File: config.mk
export PLATFORM = sky130hd
export DESIGN_NAME = arw_regs
export DESIGN_NICKNAME = d
export VERILOG_FILES = /design/src/hdl/arw_pkg.sv /design/src/hdl/arw_regs.sv
export SDC_FILE = /design/constraint.sdc
export NUM_CORES = 1
export LEC_CHECK = 0
export ABC_AREA = 1
export BUFFER_PORTS_ARGS = -buffer_cell sky130_fd_sc_hd__buf_2
export CORE_MARGIN = 3
export CORE_UTILIZATION = 35
export CTS_CLUSTER_DIAMETER = 40
export CTS_CLUSTER_SIZE = 25
export DETAILED_ROUTE_END_ITERATION = 8
export RECOVER_POWER = 100
export SYNTH_ARGS = -nofsm -noshare
export SYNTH_HDL_FRONTEND = slang
export SYNTH_SLANG_ARGS = --single-unit
export TNS_END_PERCENT = 5
File: constraint.sdc
create_clock -name aclk -period 4.15 [get_ports aclk]
set_clock_uncertainty 0.15 [all_clocks]
set_input_delay 0.83 -clock aclk [delete_from_list [all_inputs] [get_ports aclk]]
set_output_delay 0.83 -clock aclk [all_outputs]
set_load 0.01 [all_outputs]
File: src/hdl/arw_pkg.sv
// Package for the converter result and window register block.
// Assumes an AXI4-Lite master with 32-bit data and byte addresses.
package arw_pkg;

  // ****************************************************************
  // Register indices and byte addresses
  // ****************************************************************
  localparam logic [7:0] IDX_DEBUG_CONTROL  = 8'h0c;
  localparam logic [7:0] IDX_BYTE_STAGING   = 8'h0d;
  localparam logic [7:0] IDX_RESULT_LOW     = 8'h10;
  localparam logic [7:0] IDX_RESULT_HIGH    = 8'h11;
  localparam logic [7:0] IDX_WIN_LOW_LOW    = 8'h12;
  localparam logic [7:0] IDX_WIN_LOW_HIGH   = 8'h13;
  localparam logic [7:0] IDX_WIN_HIGH_LOW   = 8'h14;
  localparam logic [7:0] IDX_WIN_HIGH_HIGH  = 8'h15;
  localparam logic [7:0] IDX_WINDOW_MODE    = 8'h04;
  localparam logic [7:0] IDX_INT_MASK       = 8'h0a;
  localparam logic [7:0] IDX_INT_STATUS     = 8'h0b;
  localparam int         ADDR_LSB           = 2;
  localparam int         ADDR_W             = 10;

  // ****************************************************************
  // Fields and values
  // ****************************************************************
  localparam int          RUN_IN_DEBUG_BIT  = 0;
  localparam int          FLAG_READY_BIT    = 0;
  localparam int          FLAG_MATCH_BIT    = 1;
  localparam logic [9:0]  SAMPLE_MAX        = 10'h3ff;
  localparam logic [9:0]  SAMPLE_MIN        = 10'h000;
  localparam logic [15:0] ACC_CEILING       = 16'hffc0;
  localparam logic [6:0]  ACC_MAX_SAMPLES   = 7'h40;
  localparam logic [7:0]  BYTE_RESET        = 8'h00;
  localparam logic [15:0] WORD_RESET        = 16'h0000;
  localparam logic [1:0]  RESP_OKAY         = 2'b00;
  localparam logic [1:0]  RESP_SLVERR       = 2'b10;

  typedef enum logic [2:0]
  {
    WIN_NONE    = 3'h0,
    WIN_BELOW   = 3'h1,
    WIN_ABOVE   = 3'h2,
    WIN_INSIDE  = 3'h3,
    WIN_OUTSIDE = 3'h4
  } arw_win_mode_t;

  // Converter sample input group
  typedef struct packed
  {
    logic       valid;
    logic       over_ref;
    logic       under_zero;
    logic       last;
    logic [9:0] code;
  } arw_sample_t;

endpackage

File: src/hdl/arw_regs.sv
// Result, window threshold, staging and debug-run registers of the converter tail.
// Assumes one clock, synchronous low reset, an AXI4-Lite master and same-clock sample input.
`timescale 1ns/1ps

module arw_regs
(
  // Clock and reset
  input  wire logic                  aclk,
  input  wire logic                  aresetn,
  // AXI4-Lite write address
  input  wire logic [9:0]            s_axi_awaddr,
  input  wire logic                  s_axi_awvalid,
  output logic                       s_axi_awready,
  // AXI4-Lite write data
  input  wire logic [31:0]           s_axi_wdata,
  input  wire logic [3:0]            s_axi_wstrb,
  input  wire logic                  s_axi_wvalid,
  output logic                       s_axi_wready,
  // AXI4-Lite write response
  output logic [1:0]                 s_axi_bresp,
  output logic                       s_axi_bvalid,
  input  wire logic                  s_axi_bready,
  // AXI4-Lite read address
  input  wire logic [9:0]            s_axi_araddr,
  input  wire logic                  s_axi_arvalid,
  output logic                       s_axi_arready,
  // AXI4-Lite read data
  output logic [31:0]                s_axi_rdata,
  output logic [1:0]                 s_axi_rresp,
  output logic                       s_axi_rvalid,
  input  wire logic                  s_axi_rready,
  // Converter side
  input  wire arw_pkg::arw_sample_t  sample_in,
  input  wire logic                  cpu_halted,
  output logic                       conv_enable,
  output logic                       irq
);

  // ****************************************************************
  // Helpers
  // ****************************************************************
  function automatic logic [9:0] clamp_sample(input arw_pkg::arw_sample_t s);
    if (s.over_ref)
      clamp_sample = arw_pkg::SAMPLE_MAX;
    else if (s.under_zero)
      clamp_sample = arw_pkg::SAMPLE_MIN;
    else
      clamp_sample = s.code;
  endfunction

  function automatic logic win_match(input logic [2:0] mode, input logic [15:0] v,
                                     input logic [15:0] lo, input logic [15:0] hi);
    // Unsigned compares keep straight binary ordering
    unique case (mode)
      arw_pkg::WIN_BELOW:   win_match = v < lo;
      arw_pkg::WIN_ABOVE:   win_match = v > hi;
      arw_pkg::WIN_INSIDE:  win_match = (v > lo) && (v < hi);
      arw_pkg::WIN_OUTSIDE: win_match = (v < lo) || (v > hi);
      default:              win_match = 1'b0;
    endcase
  endfunction

  // ****************************************************************
  // State
  // ****************************************************************
  typedef enum logic [2:0]
  {
    ST_IDLE = 3'b001,
    ST_WRSP = 3'b010,
    ST_RRSP = 3'b100
  } arw_bus_state_t;

  logic [2:0]  wst_reg, wst_next;
  logic [2:0]  rst_reg, rst_next;
  logic        aw_got_reg, aw_got_next;
  logic        w_got_reg, w_got_next;
  logic [9:0]  awaddr_reg, awaddr_next;
  logic [7:0]  wbyte_reg, wbyte_next;
  logic        wlane_reg, wlane_next;
  logic [1:0]  bresp_reg, bresp_next;
  logic [31:0] rdata_reg, rdata_next;
  logic [1:0]  rresp_reg, rresp_next;
  logic        dbg_reg, dbg_next;
  logic [7:0]  stage_reg, stage_next;
  logic [15:0] result_reg, result_next;
  logic [15:0] acc_reg, acc_next;
  logic [6:0]  cnt_reg, cnt_next;
  logic [15:0] winlo_reg, winlo_next;
  logic [15:0] winhi_reg, winhi_next;
  logic [2:0]  mode_reg, mode_next;
  logic [1:0]  flags_reg, flags_next;
  logic [1:0]  mask_reg, mask_next;
  logic        irq_reg, irq_next;
  logic        run_reg, run_next;
  logic        awrdy_reg, awrdy_next;
  logic        wrdy_reg, wrdy_next;

  localparam int ADDR_HI = arw_pkg::ADDR_LSB + 7;

  // ****************************************************************
  // Next-state logic
  // ****************************************************************
  always_comb
  begin
    logic [7:0]  widx;
    logic [7:0]  ridx;
    logic        do_wr;
    logic        do_rd;
    logic        running;
    logic [16:0] sum;
    logic [15:0] final_val;
    logic [1:0]  set_f;
    logic [1:0]  clr_f;
    widx        = awaddr_reg[ADDR_HI:arw_pkg::ADDR_LSB];
    ridx        = s_axi_araddr[ADDR_HI:arw_pkg::ADDR_LSB];
    do_wr       = 1'b0;
    do_rd       = 1'b0;
    sum         = 17'h00000;
    final_val   = 16'h0000;
    set_f       = 2'b00;
    clr_f       = 2'b00;
    running     = dbg_reg || !cpu_halted;
    wst_next    = wst_reg;
    rst_next    = rst_reg;
    aw_got_next = aw_got_reg;
    w_got_next  = w_got_reg;
    awaddr_next = awaddr_reg;
    wbyte_next  = wbyte_reg;
    wlane_next  = wlane_reg;
    bresp_next  = bresp_reg;
    rdata_next  = rdata_reg;
    rresp_next  = rresp_reg;
    dbg_next    = dbg_reg;
    stage_next  = stage_reg;
    result_next = result_reg;
    acc_next    = acc_reg;
    cnt_next    = cnt_reg;
    winlo_next  = winlo_reg;
    winhi_next  = winhi_reg;
    mode_next   = mode_reg;
    mask_next   = mask_reg;

    // Write channel: address and data taken in either order
    unique case (wst_reg)
      ST_IDLE:
      begin
        if (s_axi_awvalid && !aw_got_reg)
        begin
          aw_got_next = 1'b1;
          awaddr_next = s_axi_awaddr;
        end
        if (s_axi_wvalid && !w_got_reg)
        begin
          w_got_next = 1'b1;
          wbyte_next = s_axi_wdata[7:0];
          wlane_next = s_axi_wstrb[0];
        end
        if (aw_got_reg && w_got_reg)
        begin
          do_wr       = wlane_reg;
          aw_got_next = 1'b0;
          w_got_next  = 1'b0;
          bresp_next  = arw_pkg::RESP_OKAY;
          wst_next    = ST_WRSP;
        end
      end
      ST_WRSP:
        if (s_axi_bready)
          wst_next = ST_IDLE;
      default:
        wst_next = ST_IDLE;
    endcase

    // Register writes; byte lane 0 carries the data
    if (do_wr)
    begin
      unique case (widx)
        arw_pkg::IDX_DEBUG_CONTROL: dbg_next = wbyte_reg[arw_pkg::RUN_IN_DEBUG_BIT];
        arw_pkg::IDX_BYTE_STAGING:  stage_next = wbyte_reg;
        arw_pkg::IDX_WIN_LOW_LOW:   stage_next = wbyte_reg;
        arw_pkg::IDX_WIN_LOW_HIGH:  winlo_next = {wbyte_reg, stage_reg};
        arw_pkg::IDX_WIN_HIGH_LOW:  stage_next = wbyte_reg;
        arw_pkg::IDX_WIN_HIGH_HIGH: winhi_next = {wbyte_reg, stage_reg};
        arw_pkg::IDX_WINDOW_MODE:   mode_next = wbyte_reg[2:0];
        arw_pkg::IDX_INT_MASK:      mask_next = wbyte_reg[1:0];
        arw_pkg::IDX_INT_STATUS:    clr_f = wbyte_reg[1:0];
        default:                    bresp_next = arw_pkg::RESP_SLVERR;
      endcase
    end
    else if (wst_reg == ST_IDLE && aw_got_reg && w_got_reg)
    begin
      bresp_next = arw_pkg::RESP_OKAY;
    end

    // Read channel
    unique case (rst_reg)
      ST_IDLE:
        if (s_axi_arvalid)
        begin
          do_rd      = 1'b1;
          rst_next   = ST_RRSP;
          rresp_next = arw_pkg::RESP_OKAY;
          rdata_next = 32'h00000000;
        end
      ST_RRSP:
        if (s_axi_rready)
          rst_next = ST_IDLE;
      default:
        rst_next = ST_IDLE;
    endcase

    if (do_rd)
    begin
      unique case (ridx)
        arw_pkg::IDX_DEBUG_CONTROL: rdata_next[0] = dbg_reg;
        arw_pkg::IDX_BYTE_STAGING:  rdata_next[7:0] = stage_reg;
        arw_pkg::IDX_RESULT_LOW:
        begin
          rdata_next[7:0] = result_reg[7:0];
          stage_next      = result_reg[15:8];
          clr_f           = 2'b11;
        end
        arw_pkg::IDX_RESULT_HIGH:   rdata_next[7:0] = stage_reg;
        arw_pkg::IDX_WIN_LOW_LOW:   rdata_next[7:0] = winlo_reg[7:0];
        arw_pkg::IDX_WIN_LOW_HIGH:  rdata_next[7:0] = winlo_reg[15:8];
        arw_pkg::IDX_WIN_HIGH_LOW:  rdata_next[7:0] = winhi_reg[7:0];
        arw_pkg::IDX_WIN_HIGH_HIGH: rdata_next[7:0] = winhi_reg[15:8];
        arw_pkg::IDX_WINDOW_MODE:   rdata_next[2:0] = mode_reg;
        arw_pkg::IDX_INT_MASK:      rdata_next[1:0] = mask_reg;
        arw_pkg::IDX_INT_STATUS:    rdata_next[1:0] = flags_reg;
        default:                    rresp_next = arw_pkg::RESP_SLVERR;
      endcase
    end

    // Converter tail: halted in debug unless the run bit is set
    run_next = running;
    if (running && sample_in.valid)
    begin
      sum = {1'b0, acc_reg} + {7'h00, clamp_sample(sample_in)};
      // At most 64 samples of 0x3ff, so the sum stays within 0xffc0
      if (sum > {1'b0, arw_pkg::ACC_CEILING})
        sum = {1'b0, arw_pkg::ACC_CEILING};
      if (sample_in.last || (cnt_reg + 7'h01) >= arw_pkg::ACC_MAX_SAMPLES)
      begin
        final_val   = sum[15:0];
        result_next = final_val;
        acc_next    = arw_pkg::WORD_RESET;
        cnt_next    = 7'h00;
        set_f[arw_pkg::FLAG_READY_BIT] = 1'b1;
        set_f[arw_pkg::FLAG_MATCH_BIT] = win_match(mode_reg, final_val, winlo_reg, winhi_reg);
      end
      else
      begin
        acc_next = sum[15:0];
        cnt_next = cnt_reg + 7'h01;
      end
    end

    // Set wins over clear
    flags_next = (flags_reg & ~clr_f) | set_f;
    irq_next   = |(flags_next & mask_next);
  end

  // ****************************************************************
  // Handshake ready flops
  // ****************************************************************
  // Computed from next state so the ready timing stays unchanged
  always_comb
  begin
    awrdy_next = (wst_next == ST_IDLE) && !aw_got_next;
    wrdy_next  = (wst_next == ST_IDLE) && !w_got_next;
  end

  always_ff @(posedge aclk)
  begin
    if (!aresetn)
    begin
      awrdy_reg <= 1'b1;
      wrdy_reg  <= 1'b1;
    end
    else
    begin
      awrdy_reg <= awrdy_next;
      wrdy_reg  <= wrdy_next;
    end
  end

  // ****************************************************************
  // Registers
  // ****************************************************************
  always_ff @(posedge aclk)
  begin
    if (!aresetn)
    begin
      wst_reg    <= ST_IDLE;
      rst_reg    <= ST_IDLE;
      aw_got_reg <= 1'b0;
      w_got_reg  <= 1'b0;
      awaddr_reg <= 10'h000;
      wbyte_reg  <= arw_pkg::BYTE_RESET;
      wlane_reg  <= 1'b0;
      bresp_reg  <= arw_pkg::RESP_OKAY;
      rdata_reg  <= 32'h00000000;
      rresp_reg  <= arw_pkg::RESP_OKAY;
      dbg_reg    <= 1'b0;
      stage_reg  <= arw_pkg::BYTE_RESET;
      result_reg <= arw_pkg::WORD_RESET;
      acc_reg    <= arw_pkg::WORD_RESET;
      cnt_reg    <= 7'h00;
      winlo_reg  <= arw_pkg::WORD_RESET;
      winhi_reg  <= arw_pkg::WORD_RESET;
      mode_reg   <= 3'h0;
      flags_reg  <= 2'b00;
      mask_reg   <= 2'b00;
      irq_reg    <= 1'b0;
      run_reg    <= 1'b0;
    end
    else
    begin
      wst_reg    <= wst_next;
      rst_reg    <= rst_next;
      aw_got_reg <= aw_got_next;
      w_got_reg  <= w_got_next;
      awaddr_reg <= awaddr_next;
      wbyte_reg  <= wbyte_next;
      wlane_reg  <= wlane_next;
      bresp_reg  <= bresp_next;
      rdata_reg  <= rdata_next;
      rresp_reg  <= rresp_next;
      dbg_reg    <= dbg_next;
      stage_reg  <= stage_next;
      result_reg <= result_next;
      acc_reg    <= acc_next;
      cnt_reg    <= cnt_next;
      winlo_reg  <= winlo_next;
      winhi_reg  <= winhi_next;
      mode_reg   <= mode_next;
      flags_reg  <= flags_next;
      mask_reg   <= mask_next;
      irq_reg    <= irq_next;
      run_reg    <= run_next;
    end
  end

  // ****************************************************************
  // Outputs
  // ****************************************************************
  // Every bus output is a flop or a flop bit
  assign s_axi_awready = awrdy_reg;
  assign s_axi_wready  = wrdy_reg;
  assign s_axi_bvalid  = wst_reg[1];
  assign s_axi_bresp   = bresp_reg;
  assign s_axi_arready = rst_reg[0];
  assign s_axi_rvalid  = rst_reg[2];
  assign s_axi_rdata   = rdata_reg;
  assign s_axi_rresp   = rresp_reg;
  assign conv_enable   = run_reg;
  assign irq           = irq_reg;

endmodule // arw_regs

==> key figures <==
Timing
  – Hold Slack: 285 ps
  – Total negative slack: 0 ps
  – Min cycle time layout: 4150 ps
  – RSZ-0062 raised after global routing: true
  – Final worst-path cycle share: 100%
  – Final Hold Vio Count: 0
  – Measured slew at the worst slew-check pin: 1080 ps
  – Setup violators final: 0
  – Setup WS post-layout: 0.274 ps
  – Final Slew Violations: 0
  – Fmax: 0.241 GHz
  – Slew headroom: 28.2%

Yosys
  – Commonest cells in the netlist: 236 x nand2_1, 166 x inv_1, 127 x dfxtp_1
  – Compound-gate portion of the synthesized area: 17.7%
  – Dominant cell type by area after synthesis: dfxtp_1
  – Mean Syn Cell Area: 6.68 µm²
  – Top FF cell, synth: dfxtp_1
  – Largest family of logic cells by synthesized area: simple AND/OR/NAND/NOR gates
  – Mapped Area: 7230 µm²
  – Synth Area in Adders: 7.54%
  – Synth Warn #: 0
  – Register area share after synthesis: 35.2%
  – Register bit total from synthesis: 127
  – Synth Area in Simple Gates: 26.0%
  – Synth cell types: 42
  – EDFF count, synth: 0
  – Post-synthesis mux area share: 0%
  – Post-Synth XOR/XNOR Area: 0.606%
  – Top cell type's share of synthesized area: 35.2%
  – Synth Instances: 1083
  – Largest cells by area after synthesis: dfxtp_1 35%, nand2_1 12%, inv_1 8.6%
  – Post-synth ARST share: 0%
  – Cell with the most instances after synthesis: nand2_1

Detailed routing
  – Vias post-DR: 7326
  – Via density: 4.86
  – # DRC: 0
  – First-pass iteration count of the detailed router: 5
  – WL/cell: 14.6 µm
  – Routed wire length: 22000 µm
  – Routed Antenna Nets: 0
  – DRT iter0 DRCs: 423

Setup path
  – Slowest cell delay on critical path: 360 ps
  – CP Max Fanout: 6
  – Cell mode on critical path: nand3_2
  – Worst reg2reg path depth: 29
  – Class of the most critical setup path: input pin to flip-flop
  – Worst path required time: 4360 ps
  – Startpoint Class: input pin
  – Reg2Reg Setup Slack: 270 ps
  – Slowest CP cell: fa_2
  – Crit path capture type: flip-flop
  – Crit path to: irq
  – Worst Path Arrival: 4360 ps
  – FF-to-FF End: irq
  – Reg2Reg Launch Point: acc_reg[0]
  – CP Launch Point: sample_in[11]

Layout
  – ANT cells: 0
  – Multi-input gate area: 4380 µm²
  – Area Overhead vs Synth: 32.1%
  – Fill count: 2073
  – Fraction of layout cells with a size suffix above 1: 22.2%
  – Register area: 2540 µm²
  – Core Util, Final: 48.0%
  – Total Nets Final: 1352

Power and ir drop
  – P_leak: 4.11 nW
  – PD cells: 353 nW/µm²
  – Max rail drop VDD: 0.000257 V

Flow run
  – Number of max-cap violations: 0

CTS
  – Max Root-Sink Buffers: 2
  – Clock insertion delay at the later pin of the skew report: 420 ps
  – H-tree levels: 4
  – Clock Root Buffer: clkbuf_16
  – CTS tree: built
  – Hold Buf Count CTS: 0
  – CTS sink cnt: 127
  – Clk slew on worst S/H paths: 60 ps
  – TritonCTS Buffers: 17

Placed design
  – GP Congestion: 0.954
  – DP HPWL: 16500 µm
  – Post-place setup slack: -692 ps
  – PortBufs: 65

GRT
  – Largest net degree at the start of global routing: 53
  – Vias in the first global route: 7072
  – GRT Overall Usage: 19.7%
  – First-pass GRT wire length: 35100 µm
  – Initial antenna violation count: 0
  – Total congestion overflow: 0

Die
  – Die Span X: 150 µm
  – Initial Util: 36.3%
  – Core area: 19900 µm²
  – Rows: 51
  – Top Ports: 121
  – Die Area: 22400 µm²
  – Die height: 150 µm

Outcome
  – Outcome: completed

Min path
  – Hold Crit Class: flip-flop to flip-flop
worst min path at each step:
stage                         from              to  slack, ps  cells after the start
floorplan               cnt_reg[6]      cnt_reg[6]        280                      2
global placement    s_axi_rresp[0]  s_axi_rresp[0]        270                      2
detailed placement  s_axi_bresp[0]  s_axi_bresp[0]        280                      2
CTS                 s_axi_bresp[0]  s_axi_bresp[0]        290                      2
global route        s_axi_bresp[0]  s_axi_bresp[0]        320                      2
finish              s_axi_bresp[0]  s_axi_bresp[0]        290                      2
layout make-up:
cell class,count,share of cell area (%)
clock buffer,21,5.03
clock inverter,10,1.30
inverter,171,7.15
multi-input combinational,756,45.9
sequential,127,26.6
tap,265,3.47
timing repair buffer,157,10.5
timing repair inverter,1,0.118
layer usage:
layer	track usage [%]	share of wire (%)	wire length, µm
met5	0	0	0
met4	5.86	2.1	461
met3	3.45	4.1	906
met2	33.0	48	10500
met1	26.0	46	10100
metrics by stage:
step	total power, mW	instances	cell area [µm²]
3_5_place_dp	1.77	1467	8410
5_1_grt	3.53	1508	9550
2_1_floorplan	1.59	1107	7420
6_report	3.38	1508	9550
3_3_place_gp	1.76	1467	8410
4_1_cts	3.32	1503	9180
report_power, final:
group / switching, mW / internal (mW)
clock: 0.575 / 0.952
combinational: 0.327 / 0.249
sequential: 0.0240 / 1.25
cell usage in the layout (no fill, tap or decap), types with 4 or more instances in the layout:
cell type  count
nand2_2       29
a21oi_1       90
buf_4         82
clkbuf_16     17
nor2_2        13
o22ai_1       16
nand3_1       42
ha_1          24
a221oi_1      11
a21oi_2        8
conb_1        25
a31oi_1        4
inv_6          4
nand2_1      202
nor2_4         5
nand4_1       18
nand2_4        6
inv_2          9
clkbuf_1      28
buf_2         43
ha_4          18
nor2_1       101
inv_4          4
inv_1        153
clkbuf_8       4
nand3_2       11
dfxtp_1      127
o21ai_0       73
nor3_1        21
logic make-up (layout without fill, tap and decap cells):
family	count (synthesis)	after routing
AND/OR/NAND/NOR	456	456
AO/OA/AOI/OAI	227	227
buffers and inverters	224	360
flip-flops	127	127
adder cells (fa/ha/maj)	43	43
XOR/XNOR	5	5
other	1	25
critical path, delay by kind of cell:
family	cells	cell delay, ps
and+or+nand+nor	19	1460
AOI/OAI and AO/OA	3	500
adders and majority gates	3	690
xor gates and xnor gates	1	200
buffers and inverters	7	680
what timing repair did:
action,4_1_cts,5_1_grt
buffers inserted,5,4
gates resized for setup,36,83
endpoints found under the hold margin,0,0
pin swaps,23,35
setup endpoints to repair,2,2
cloned,0,1
Note: power is estimated with default switching activity, not from simulation.
